### config.mk
export PLATFORM = sky130hd
export DESIGN_NAME = pieme_top
export DESIGN_NICKNAME = d
export VERILOG_FILES = /design/src/design/pieme_pkg.sv /design/src/design/pieme_top.sv /design/src/design/pieme_gate.sv
export SDC_FILE = /design/constraint.sdc
export NUM_CORES = 1
export LEC_CHECK = 0
export ABC_AREA = 0
export BUFFER_PORTS_ARGS = -buffer_cell sky130_fd_sc_hd__buf_2
export CORE_MARGIN = 1
export CORE_UTILIZATION = 40
export DETAILED_ROUTE_END_ITERATION = 10
export PLACE_DENSITY_LB_ADDON = 0.25
export SYNTH_ARGS = -nofsm -noshare
export SYNTH_HDL_FRONTEND = slang
export SYNTH_HIERARCHICAL = 1
export SYNTH_SLANG_ARGS = --single-unit
### constraint.sdc
create_clock -name ref_clk_i -period 1.4 [get_ports ref_clk_i]
set_input_delay 0.28 -clock ref_clk_i [delete_from_list [all_inputs] [get_ports ref_clk_i]]
set_output_delay 0.28 -clock ref_clk_i [all_outputs]
set_load 0.03 [all_outputs]
### src/design/pieme_pkg.sv
// package: register address, bit positions and reset value of the peripheral interrupt mask
package pieme_pkg;
    localparam logic [7:0] PIEME_MASK_ADDR   = 8'he6;
    localparam logic [7:0] PIEME_MASK_RESET  = 8'h00;
    localparam int         PIEME_NUM_SRC     = 8;
    localparam int         PIEME_CMP1_RISE   = 7;
    localparam int         PIEME_CMP1_FALL   = 6;
    localparam int         PIEME_CMP0_RISE   = 5;
    localparam int         PIEME_CMP0_FALL   = 4;
    localparam int         PIEME_CNT_ARRAY   = 3;
    localparam int         PIEME_CONV_WIN    = 2;
    localparam int         PIEME_SMBUS_PORT  = 1;
    localparam int         PIEME_SPI_PORT    = 0;
endpackage

### src/design/pieme_top.sv
// peripheral interrupt enable mask register and request gating
`timescale 1ns/1ns
module pieme_top
    import pieme_pkg::*;
(
    // clock and reset
    input  wire logic       ref_clk_i,
    input  wire logic       rstn_i,
    // register bus
    input  wire logic [7:0] reg_addr_i,
    input  wire logic       reg_wr_i,
    input  wire logic       reg_rd_i,
    input  wire logic [7:0] reg_wdata_i,
    output logic      [7:0] reg_rdata_o,
    // peripheral flags
    input  wire logic       cmp1_rise_flag_i,
    input  wire logic       cmp1_fall_flag_i,
    input  wire logic       cmp0_rise_flag_i,
    input  wire logic       cmp0_fall_flag_i,
    input  wire logic [4:0] counter_array_flag_i,
    input  wire logic       converter_window_flag_i,
    input  wire logic       smbus_port_flag_i,
    input  wire logic       spi_port_flag_i,
    // gated requests to the core and the mask value
    output logic [PIEME_NUM_SRC-1:0] irq_req_o,
    output logic [7:0]               mask_o
);
    logic [7:0]               mask_d;
    logic [7:0]               mask_q;
    logic [7:0]               rdata_d;
    logic [7:0]               rdata_q;
    logic [PIEME_NUM_SRC-1:0] flags;
    logic [PIEME_NUM_SRC-1:0] en;

    // register decode
    wire sel_mask = (reg_addr_i == PIEME_MASK_ADDR);
    wire wr_mask  = sel_mask & reg_wr_i;
    wire rd_mask  = sel_mask & reg_rd_i;

    // mask write and read decode, a read in the same cycle as a write returns the old mask
    assign mask_d  = wr_mask ? reg_wdata_i : mask_q;
    assign rdata_d = rd_mask ? mask_q : 8'h00;

    // named enable fields of the mask
    wire cmp1_rise_irq_en        = mask_q[PIEME_CMP1_RISE];
    wire cmp1_fall_irq_en        = mask_q[PIEME_CMP1_FALL];
    wire cmp0_rise_irq_en        = mask_q[PIEME_CMP0_RISE];
    wire cmp0_fall_irq_en        = mask_q[PIEME_CMP0_FALL];
    wire counter_array_irq_en    = mask_q[PIEME_CNT_ARRAY];
    wire converter_window_irq_en = mask_q[PIEME_CONV_WIN];
    wire smbus_port_irq_en       = mask_q[PIEME_SMBUS_PORT];
    wire spi_port_irq_en         = mask_q[PIEME_SPI_PORT];

    // enables in mask bit order
    assign en[PIEME_CMP1_RISE]  = cmp1_rise_irq_en;
    assign en[PIEME_CMP1_FALL]  = cmp1_fall_irq_en;
    assign en[PIEME_CMP0_RISE]  = cmp0_rise_irq_en;
    assign en[PIEME_CMP0_FALL]  = cmp0_fall_irq_en;
    assign en[PIEME_CNT_ARRAY]  = counter_array_irq_en;
    assign en[PIEME_CONV_WIN]   = converter_window_irq_en;
    assign en[PIEME_SMBUS_PORT] = smbus_port_irq_en;
    assign en[PIEME_SPI_PORT]   = spi_port_irq_en;

    // source order follows the mask bit order
    assign flags[PIEME_CMP1_RISE]  = cmp1_rise_flag_i;
    assign flags[PIEME_CMP1_FALL]  = cmp1_fall_flag_i;
    assign flags[PIEME_CMP0_RISE]  = cmp0_rise_flag_i;
    assign flags[PIEME_CMP0_FALL]  = cmp0_fall_flag_i;
    assign flags[PIEME_CNT_ARRAY]  = |counter_array_flag_i;
    assign flags[PIEME_CONV_WIN]   = converter_window_flag_i;
    assign flags[PIEME_SMBUS_PORT] = smbus_port_flag_i;
    assign flags[PIEME_SPI_PORT]   = spi_port_flag_i;

    // mask and read data registers
    always_ff @(posedge ref_clk_i) begin
        if (!rstn_i) begin
            mask_q  <= PIEME_MASK_RESET;
            rdata_q <= 8'h00;
        end else begin
            mask_q  <= mask_d;
            rdata_q <= rdata_d;
        end
    end

    // per-source gating
    pieme_gate u_gate (
        .ref_clk_i (ref_clk_i),
        .rstn_i    (rstn_i),
        .en_i      (en),
        .flag_i    (flags),
        .req_o     (irq_req_o)
    );

    // outputs straight from flops
    assign reg_rdata_o = rdata_q;
    assign mask_o      = mask_q;

    // request gating, one cycle behind flag and enable
    a_cmp1_rise_gate: assert property (@(posedge ref_clk_i) disable iff (!rstn_i)
        $past(rstn_i) |-> irq_req_o[PIEME_CMP1_RISE] ==
            $past(cmp1_rise_flag_i & cmp1_rise_irq_en))
        else $error("comparator 1 rise request does not follow bit 7");

    a_cmp1_rise_block: assert property (@(posedge ref_clk_i) disable iff (!rstn_i)
        !cmp1_rise_irq_en |=> !irq_req_o[PIEME_CMP1_RISE])
        else $error("comparator 1 rise request passed while bit 7 clear");

    a_cmp1_rise_pass: assert property (@(posedge ref_clk_i) disable iff (!rstn_i)
        (cmp1_rise_irq_en & cmp1_rise_flag_i) |=> irq_req_o[PIEME_CMP1_RISE])
        else $error("comparator 1 rise request lost while bit 7 set");

    a_cmp1_fall_gate: assert property (@(posedge ref_clk_i) disable iff (!rstn_i)
        !mask_q[PIEME_CMP1_FALL] |=> !irq_req_o[PIEME_CMP1_FALL])
        else $error("comparator 1 fall request passed while bit 6 clear");

    a_cmp1_fall_pass: assert property (@(posedge ref_clk_i) disable iff (!rstn_i)
        (mask_q[PIEME_CMP1_FALL] & cmp1_fall_flag_i) |=> irq_req_o[PIEME_CMP1_FALL])
        else $error("comparator 1 fall request lost while bit 6 set");

    a_cmp1_fall_follow: assert property (@(posedge ref_clk_i) disable iff (!rstn_i)
        $past(rstn_i) |-> irq_req_o[PIEME_CMP1_FALL] ==
            $past(cmp1_fall_flag_i & cmp1_fall_irq_en))
        else $error("comparator 1 fall request does not follow bit 6");

    a_counter_group: assert property (@(posedge ref_clk_i) disable iff (!rstn_i)
        $past(rstn_i) |-> irq_req_o[PIEME_CNT_ARRAY] ==
            $past((|counter_array_flag_i) & mask_q[PIEME_CNT_ARRAY]))
        else $error("counter array request does not follow bit 3");

    a_counter_block: assert property (@(posedge ref_clk_i) disable iff (!rstn_i)
        !counter_array_irq_en |=> !irq_req_o[PIEME_CNT_ARRAY])
        else $error("counter array request passed while bit 3 clear");

    a_counter_any: assert property (@(posedge ref_clk_i) disable iff (!rstn_i)
        (counter_array_irq_en && counter_array_flag_i != 5'h00) |=> irq_req_o[PIEME_CNT_ARRAY])
        else $error("counter array request lost while bit 3 set");

    a_counter_none: assert property (@(posedge ref_clk_i) disable iff (!rstn_i)
        (counter_array_flag_i == 5'h00) |=> !irq_req_o[PIEME_CNT_ARRAY])
        else $error("counter array request without any counter flag");

    a_smbus_gate: assert property (@(posedge ref_clk_i) disable iff (!rstn_i)
        $past(rstn_i) |-> irq_req_o[PIEME_SMBUS_PORT] ==
            $past(smbus_port_flag_i & mask_q[PIEME_SMBUS_PORT]))
        else $error("smbus request does not follow bit 1");

    a_smbus_block: assert property (@(posedge ref_clk_i) disable iff (!rstn_i)
        !smbus_port_irq_en |=> !irq_req_o[PIEME_SMBUS_PORT])
        else $error("smbus request passed while bit 1 clear");

    a_smbus_pass: assert property (@(posedge ref_clk_i) disable iff (!rstn_i)
        (smbus_port_irq_en & smbus_port_flag_i) |=> irq_req_o[PIEME_SMBUS_PORT])
        else $error("smbus request lost while bit 1 set");

    a_other_gates: assert property (@(posedge ref_clk_i) disable iff (!rstn_i)
        $past(rstn_i) |-> {irq_req_o[5], irq_req_o[4], irq_req_o[2], irq_req_o[0]} ==
            $past({cmp0_rise_flag_i & mask_q[5], cmp0_fall_flag_i & mask_q[4],
                   converter_window_flag_i & mask_q[2], spi_port_flag_i & mask_q[0]}))
        else $error("bit 5, 4, 2 or 0 gating wrong");

    a_cmp0_rise_gate: assert property (@(posedge ref_clk_i) disable iff (!rstn_i)
        $past(rstn_i) |-> irq_req_o[PIEME_CMP0_RISE] ==
            $past(cmp0_rise_flag_i & cmp0_rise_irq_en))
        else $error("comparator 0 rise request does not follow bit 5");

    a_cmp0_fall_gate: assert property (@(posedge ref_clk_i) disable iff (!rstn_i)
        $past(rstn_i) |-> irq_req_o[PIEME_CMP0_FALL] ==
            $past(cmp0_fall_flag_i & cmp0_fall_irq_en))
        else $error("comparator 0 fall request does not follow bit 4");

    a_window_gate: assert property (@(posedge ref_clk_i) disable iff (!rstn_i)
        $past(rstn_i) |-> irq_req_o[PIEME_CONV_WIN] ==
            $past(converter_window_flag_i & converter_window_irq_en))
        else $error("window request does not follow bit 2");

    a_spi_gate: assert property (@(posedge ref_clk_i) disable iff (!rstn_i)
        $past(rstn_i) |-> irq_req_o[PIEME_SPI_PORT] ==
            $past(spi_port_flag_i & spi_port_irq_en))
        else $error("spi request does not follow bit 0");

    a_no_flag_quiet: assert property (@(posedge ref_clk_i) disable iff (!rstn_i)
        (flags == '0) |=> (irq_req_o == '0))
        else $error("request raised with no source flag");

    // register access
    a_mask_write: assert property (@(posedge ref_clk_i) disable iff (!rstn_i)
        (reg_wr_i && reg_addr_i == PIEME_MASK_ADDR) ##1 (reg_rd_i && !reg_wr_i
            && reg_addr_i == PIEME_MASK_ADDR) |=> reg_rdata_o == $past(reg_wdata_i, 2))
        else $error("mask readback differs from written value");

    a_mask_load: assert property (@(posedge ref_clk_i) disable iff (!rstn_i)
        wr_mask |=> mask_o == $past(reg_wdata_i))
        else $error("mask not loaded by write");

    a_mask_hold: assert property (@(posedge ref_clk_i) disable iff (!rstn_i)
        !wr_mask |=> $stable(mask_o))
        else $error("mask changed without a write");

    a_unmapped_write: assert property (@(posedge ref_clk_i) disable iff (!rstn_i)
        (reg_wr_i && !sel_mask) |=> $stable(mask_o))
        else $error("write to another address changed the mask");

    a_mask_read: assert property (@(posedge ref_clk_i) disable iff (!rstn_i)
        rd_mask |=> reg_rdata_o == $past(mask_o))
        else $error("read of the mask returned a wrong value");

    a_write_over_read: assert property (@(posedge ref_clk_i) disable iff (!rstn_i)
        (wr_mask && rd_mask) |=> reg_rdata_o == $past(mask_o))
        else $error("read with write in one cycle did not show the old mask");

    a_unmapped_read: assert property (@(posedge ref_clk_i) disable iff (!rstn_i)
        (reg_addr_i != PIEME_MASK_ADDR) |=> reg_rdata_o == 8'h00)
        else $error("unmapped read returned nonzero");

    a_read_one_cycle: assert property (@(posedge ref_clk_i) disable iff (!rstn_i)
        !reg_rd_i |=> reg_rdata_o == 8'h00)
        else $error("read data stood longer than one cycle");

    a_mask_reset: assert property (@(posedge ref_clk_i)
        !rstn_i |=> (mask_o == PIEME_MASK_RESET && irq_req_o == '0 && reg_rdata_o == 8'h00))
        else $error("mask, requests or read data not cleared by reset");
endmodule

### src/design/pieme_gate.sv
// per-source gate: passes a peripheral flag only while its enable bit is set
`timescale 1ns/1ns
module pieme_gate
    import pieme_pkg::*;
(
    // clock and reset
    input  wire logic                     ref_clk_i,
    input  wire logic                     rstn_i,
    // enables and flags
    input  wire logic [PIEME_NUM_SRC-1:0] en_i,
    input  wire logic [PIEME_NUM_SRC-1:0] flag_i,
    // gated requests
    output logic      [PIEME_NUM_SRC-1:0] req_o
);
    logic [PIEME_NUM_SRC-1:0] req_d;
    logic [PIEME_NUM_SRC-1:0] req_q;

    genvar g;
    generate
        for (g = 0; g < PIEME_NUM_SRC; g = g + 1) begin : g_src
            assign req_d[g] = flag_i[g] & en_i[g];
        end
    endgenerate

    always_ff @(posedge ref_clk_i) begin
        if (!rstn_i) begin
            req_q <= '0;
        end else begin
            req_q <= req_d;
        end
    end

    assign req_o = req_q;
endmodule

* Word-level counts from Yosys, hierarchy flattened
Cells that the tools add are included.
** Cells by class
- Equality and inequality tests :: 1
- Bitwise gates (word level) :: 10
- Reductions and logical operators :: 2
** Operator list (number)
- AND 1 bit :: 10
- == test 8 bit (second input constant) :: 1
- OR reduction 5 bit :: 1
- AND reduction 2 bit :: 1
** Word-level totals
- Flip-flop bits (word level) :: 24
- Input port bits :: 32
- Output and inout bits :: 24
- Word-level logic and storage cells :: 16

* Depth between registers and ports, before layout
- Word-level depth :: 3
- Gate-level depth with buffers :: 4
- Mapped depth without buffers :: 3

* By module
The synthesis kept the hierarchy.
** Modules (own cells, without submodules)
- pieme_top :: instances 1, cells an instance 59, area an instance 630.6 µm²
- pieme_gate :: instances 1, cells an instance 16, area an instance 210.2 µm²

* Least setup slack after synthesis
Ideal clock, no wire load.
- Kind :: input -> register
- Start point :: input reg_addr_i[4]
- End point :: register mask_q[0] (netlist: mask_o[0])
- Setup time :: 0.072 ns
- Arrival time :: 1.070 ns
- Data required time :: 1.328 ns
- Slack :: 0.259 ns
- Cell stages on the path :: 3
- Path through :: nand4bb_4 > nor3_4 > mux2i_1
** Between the ends
- Cells in the longest elaborated chain, start to end :: 2
** RTL lines
- start, declared :: RTL line pieme_top.sv:10 : input wire logic [7:0] reg_addr_i,
- == test 8 bit :: RTL line pieme_top.sv:36 : wire sel_mask = (reg_addr_i == PIEME_MASK_ADDR);
- AND 1 bit :: RTL line pieme_top.sv:37 : wire wr_mask = sel_mask & reg_wr_i;
- end signal, assigned :: RTL line pieme_top.sv:80 : mask_q <= mask_d;
- end, declared :: RTL line pieme_top.sv:29 : logic [7:0] mask_q;
Every way passes these cells.
A chain may end at the register's enable or synchronous reset.

* Final worst setup path
- Start point :: register mask_q[3] (netlist: mask_o[3])
- End point :: output mask_o[3]
** RTL lines
- end, declared :: RTL line pieme_top.sv:26 : output logic [7:0] mask_o
No word-level cell between the ends.

==> flow_metrics.env <==
export IMPL_numCtsBuffers=3
export IMPL_cts_setup_buffers=0
export IMPL_final_cell_area_um2=1216
export IMPL_layout_setup_ws_ns=0.2082
export IMPL_worstPathMaxFanout=4
export IMPL_synth_area_leader_cell="dfxtp_1"
export IMPL_path_cells="buf_2"
export IMPL_setup_viol=0
export IMPL_cts_sinks=24
export IMPL_wl_per_cell_um=10.29
export IMPL_grt_pass1_vias=554
export IMPL_critical_path_required_ns=1.12
export IMPL_syn_area_um2=840.8
export IMPL_viasPerCell=4.358
export IMPL_maxCapViolCount=0
export IMPL_cts_buffer_depth=2
export IMPL_clock_latency_ns=0.30
export IMPL_drc_errors=0
export IMPL_synth_nets=107
export IMPL_power_density_nw_per_um2=1018
export IMPL_drt_pass1_iterations=4
export IMPL_cpMaxStageDelayCell="dfxtp_1"
export IMPL_rows=16
export IMPL_cts_resized=0
export IMPL_synth_area_leaders="dfxtp_1 (57%), mux2i_1 (9.5%), nand2_1 (8.0%)"
export IMPL_placed_area_um2=1164
export IMPL_path_buf_inv=1
export IMPL_crit_type="reg -> out"
export IMPL_ff_latch_area_um2=480.5
export IMPL_hold_class="in -> reg"
export IMPL_netlist_instances=75
export IMPL_antenna_cells=0
export IMPL_grt_total_usage=0.1378
export IMPL_worst_pin_slew_ns=0.1710
export IMPL_slew_headroom=0.8860
export IMPL_die_area_um2=2289
export IMPL_yosysSeqAreaShare=0.5714
export IMPL_fillerInstances=184
export IMPL_grt_max_degree=17
export IMPL_ir_drop_v=0.0005957
export IMPL_synth_warnings=6
export IMPL_dp_cells=158
export IMPL_timing_fmax_ghz=0.8391
export IMPL_hold_violations=0
export IMPL_yosysTopAreaCellShare=0.5714
export IMPL_min_period_ns=1.192
export IMPL_fin_skew_ns=0.002164
export IMPL_grt_ovfl_total=0
export IMPL_holdWs_ns=0.2036
export IMPL_initial_core_util=0.4286
export IMPL_tns_ns=0
export IMPL_die_h_um=47.85
export IMPL_drtIter0Drc=6
export IMPL_cp_top_family="flip-flops"
export IMPL_layout_cells_non_filler=162
export IMPL_grt_first_pass_wirelength_mm=2.180
export IMPL_port_buffer_count=55
export IMPL_htree_levels=1
export IMPL_die_w_um=47.85
export IMPL_dpl_worst_slack_ns=0.1544
export IMPL_crit_arrival_ns=0.91
export IMPL_fin_nets=168
export IMPL_rsz0062_at_grt="no"
export IMPL_leakage_nw=0.6499
export IMPL_synthDistinctLibCells=14
export IMPL_drive_gt1_frac=0.4963
export IMPL_num_io_pins=56
export IMPL_cts_tree="built"
export IMPL_cp_slowest_stage_delay_ns=0.40
export IMPL_start_kind="flop"
export IMPL_multiInputGateArea_um2=334.1
export IMPL_clockRootBuffer="clkbuf_4"
export IMPL_cts_clk_slew_worst_paths_ns=0.12
export IMPL_drt_wl_total_mm=1.667
export IMPL_final_util=0.6199
export IMPL_syn_avg_cell_area_um2=11.21
export IMPL_via_count=706
export IMPL_totalPowerFinal_mw=1.238
export IMPL_area_growth_pct=44.64
export IMPL_ys_seq_elements=24
export IMPL_drv_slew=0
export IMPL_postRouteAntennaNets=0
export IMPL_antenna_found_initial=0
export IMPL_fin_crit_sh=0.8513
export IMPL_gp_congestion=0.6984
export IMPL_status="finished, final reports clean"
export IMPL_hold_buffers=0
export IMPL_coreArea_um2=1962
export IMPL_end_kind="output port"
[cells in the mapped netlist]
| cell type | count |
|---|---|
| nor2_1 | 1 |
| clkbuf_1 | 1 |
| dfxtp_1 | 24 |
| mux2i_1 | 8 |
| buf_2 | 1 |
| and2_1 | 8 |
| bufinv_8 | 1 |
| nand2_1 | 18 |
| nand4bb_4 | 1 |
| nand4b_4 | 1 |
| nor3_1 | 1 |
| and3_1 | 8 |
| nor3_2 | 1 |
| nor3_4 | 1 |
[state kept, by name, indices dropped and copies added (netlist names)]
register / count
mask_o: 8
reg_rdata_o: 8
u_gate/req_o: 8
[worst paths after layout]
path	slack (ns)	cells past startpoint	to	startpoint
worst max-delay path	0.21	1	mask_o[3]	mask_o[3]
worst min-delay path	0.20	2	u_gate/req_o[5]	cmp0_rise_flag_i
worst max register to register	0.77	2	mask_o[3]	mask_o[3]
worst min register to register	0.49	2	mask_o[2]	mask_o[2]
[kinds of logic (layout without fill, tap and decap cells)]
group         after synthesis  count (layout)  share of synthesized area
flops                      24              24                     0.5714
mux                         8               8                    0.09524
simple gates               40              40                     0.3021
buf+inv                     3              63                    0.03124
[final cells by class]
class,instances,area share
clock buffers,3,0.01852
clock inverters,1,0.02469
inverters,1,0.01440
multi-input cells,48,0.2747
flip-flops and latches,24,0.3951
well taps,27,0.02778
repair buffers,58,0.2449
[layout by cell type, fill, tap and decap left out]
master and count:
clkbuf_4 3, nand4b_4 1, nor3_1 1, nand4bb_4 1
dfxtp_1 24, nand2_1 18, nor3_2 1, nor3_4 1
buf_2 55, bufinv_16 1, and3_1 8, bufinv_8 1
mux2i_1 8, nor2_1 1, and2_1 8, buf_4 3
[per-layer routing]
metal | global-route usage | routed length (um) | part of all wire | up-vias
met4 | 0.06667 | 19 | 0.011 | 0
met5 | 0 | 0 | 0 | -
met3 | 0.02264 | 117 | 0.070 | 2
met1 | 0.1602 | 634 | 0.38 | 307
met2 | 0.2432 | 895 | 0.54 | 30
li1 | - | - | - | 367
[report_power, final]
part	internal (mW)	leakage (nW)	switching, mW
Combinational	0.0476	0.429	0.0332
Sequential	0.683	0.193	0.000250
Clock	0.289	0.0279	0.185
Total	1.02	0.650	0.219
Note: power is estimated with default switching activity, not from simulation.
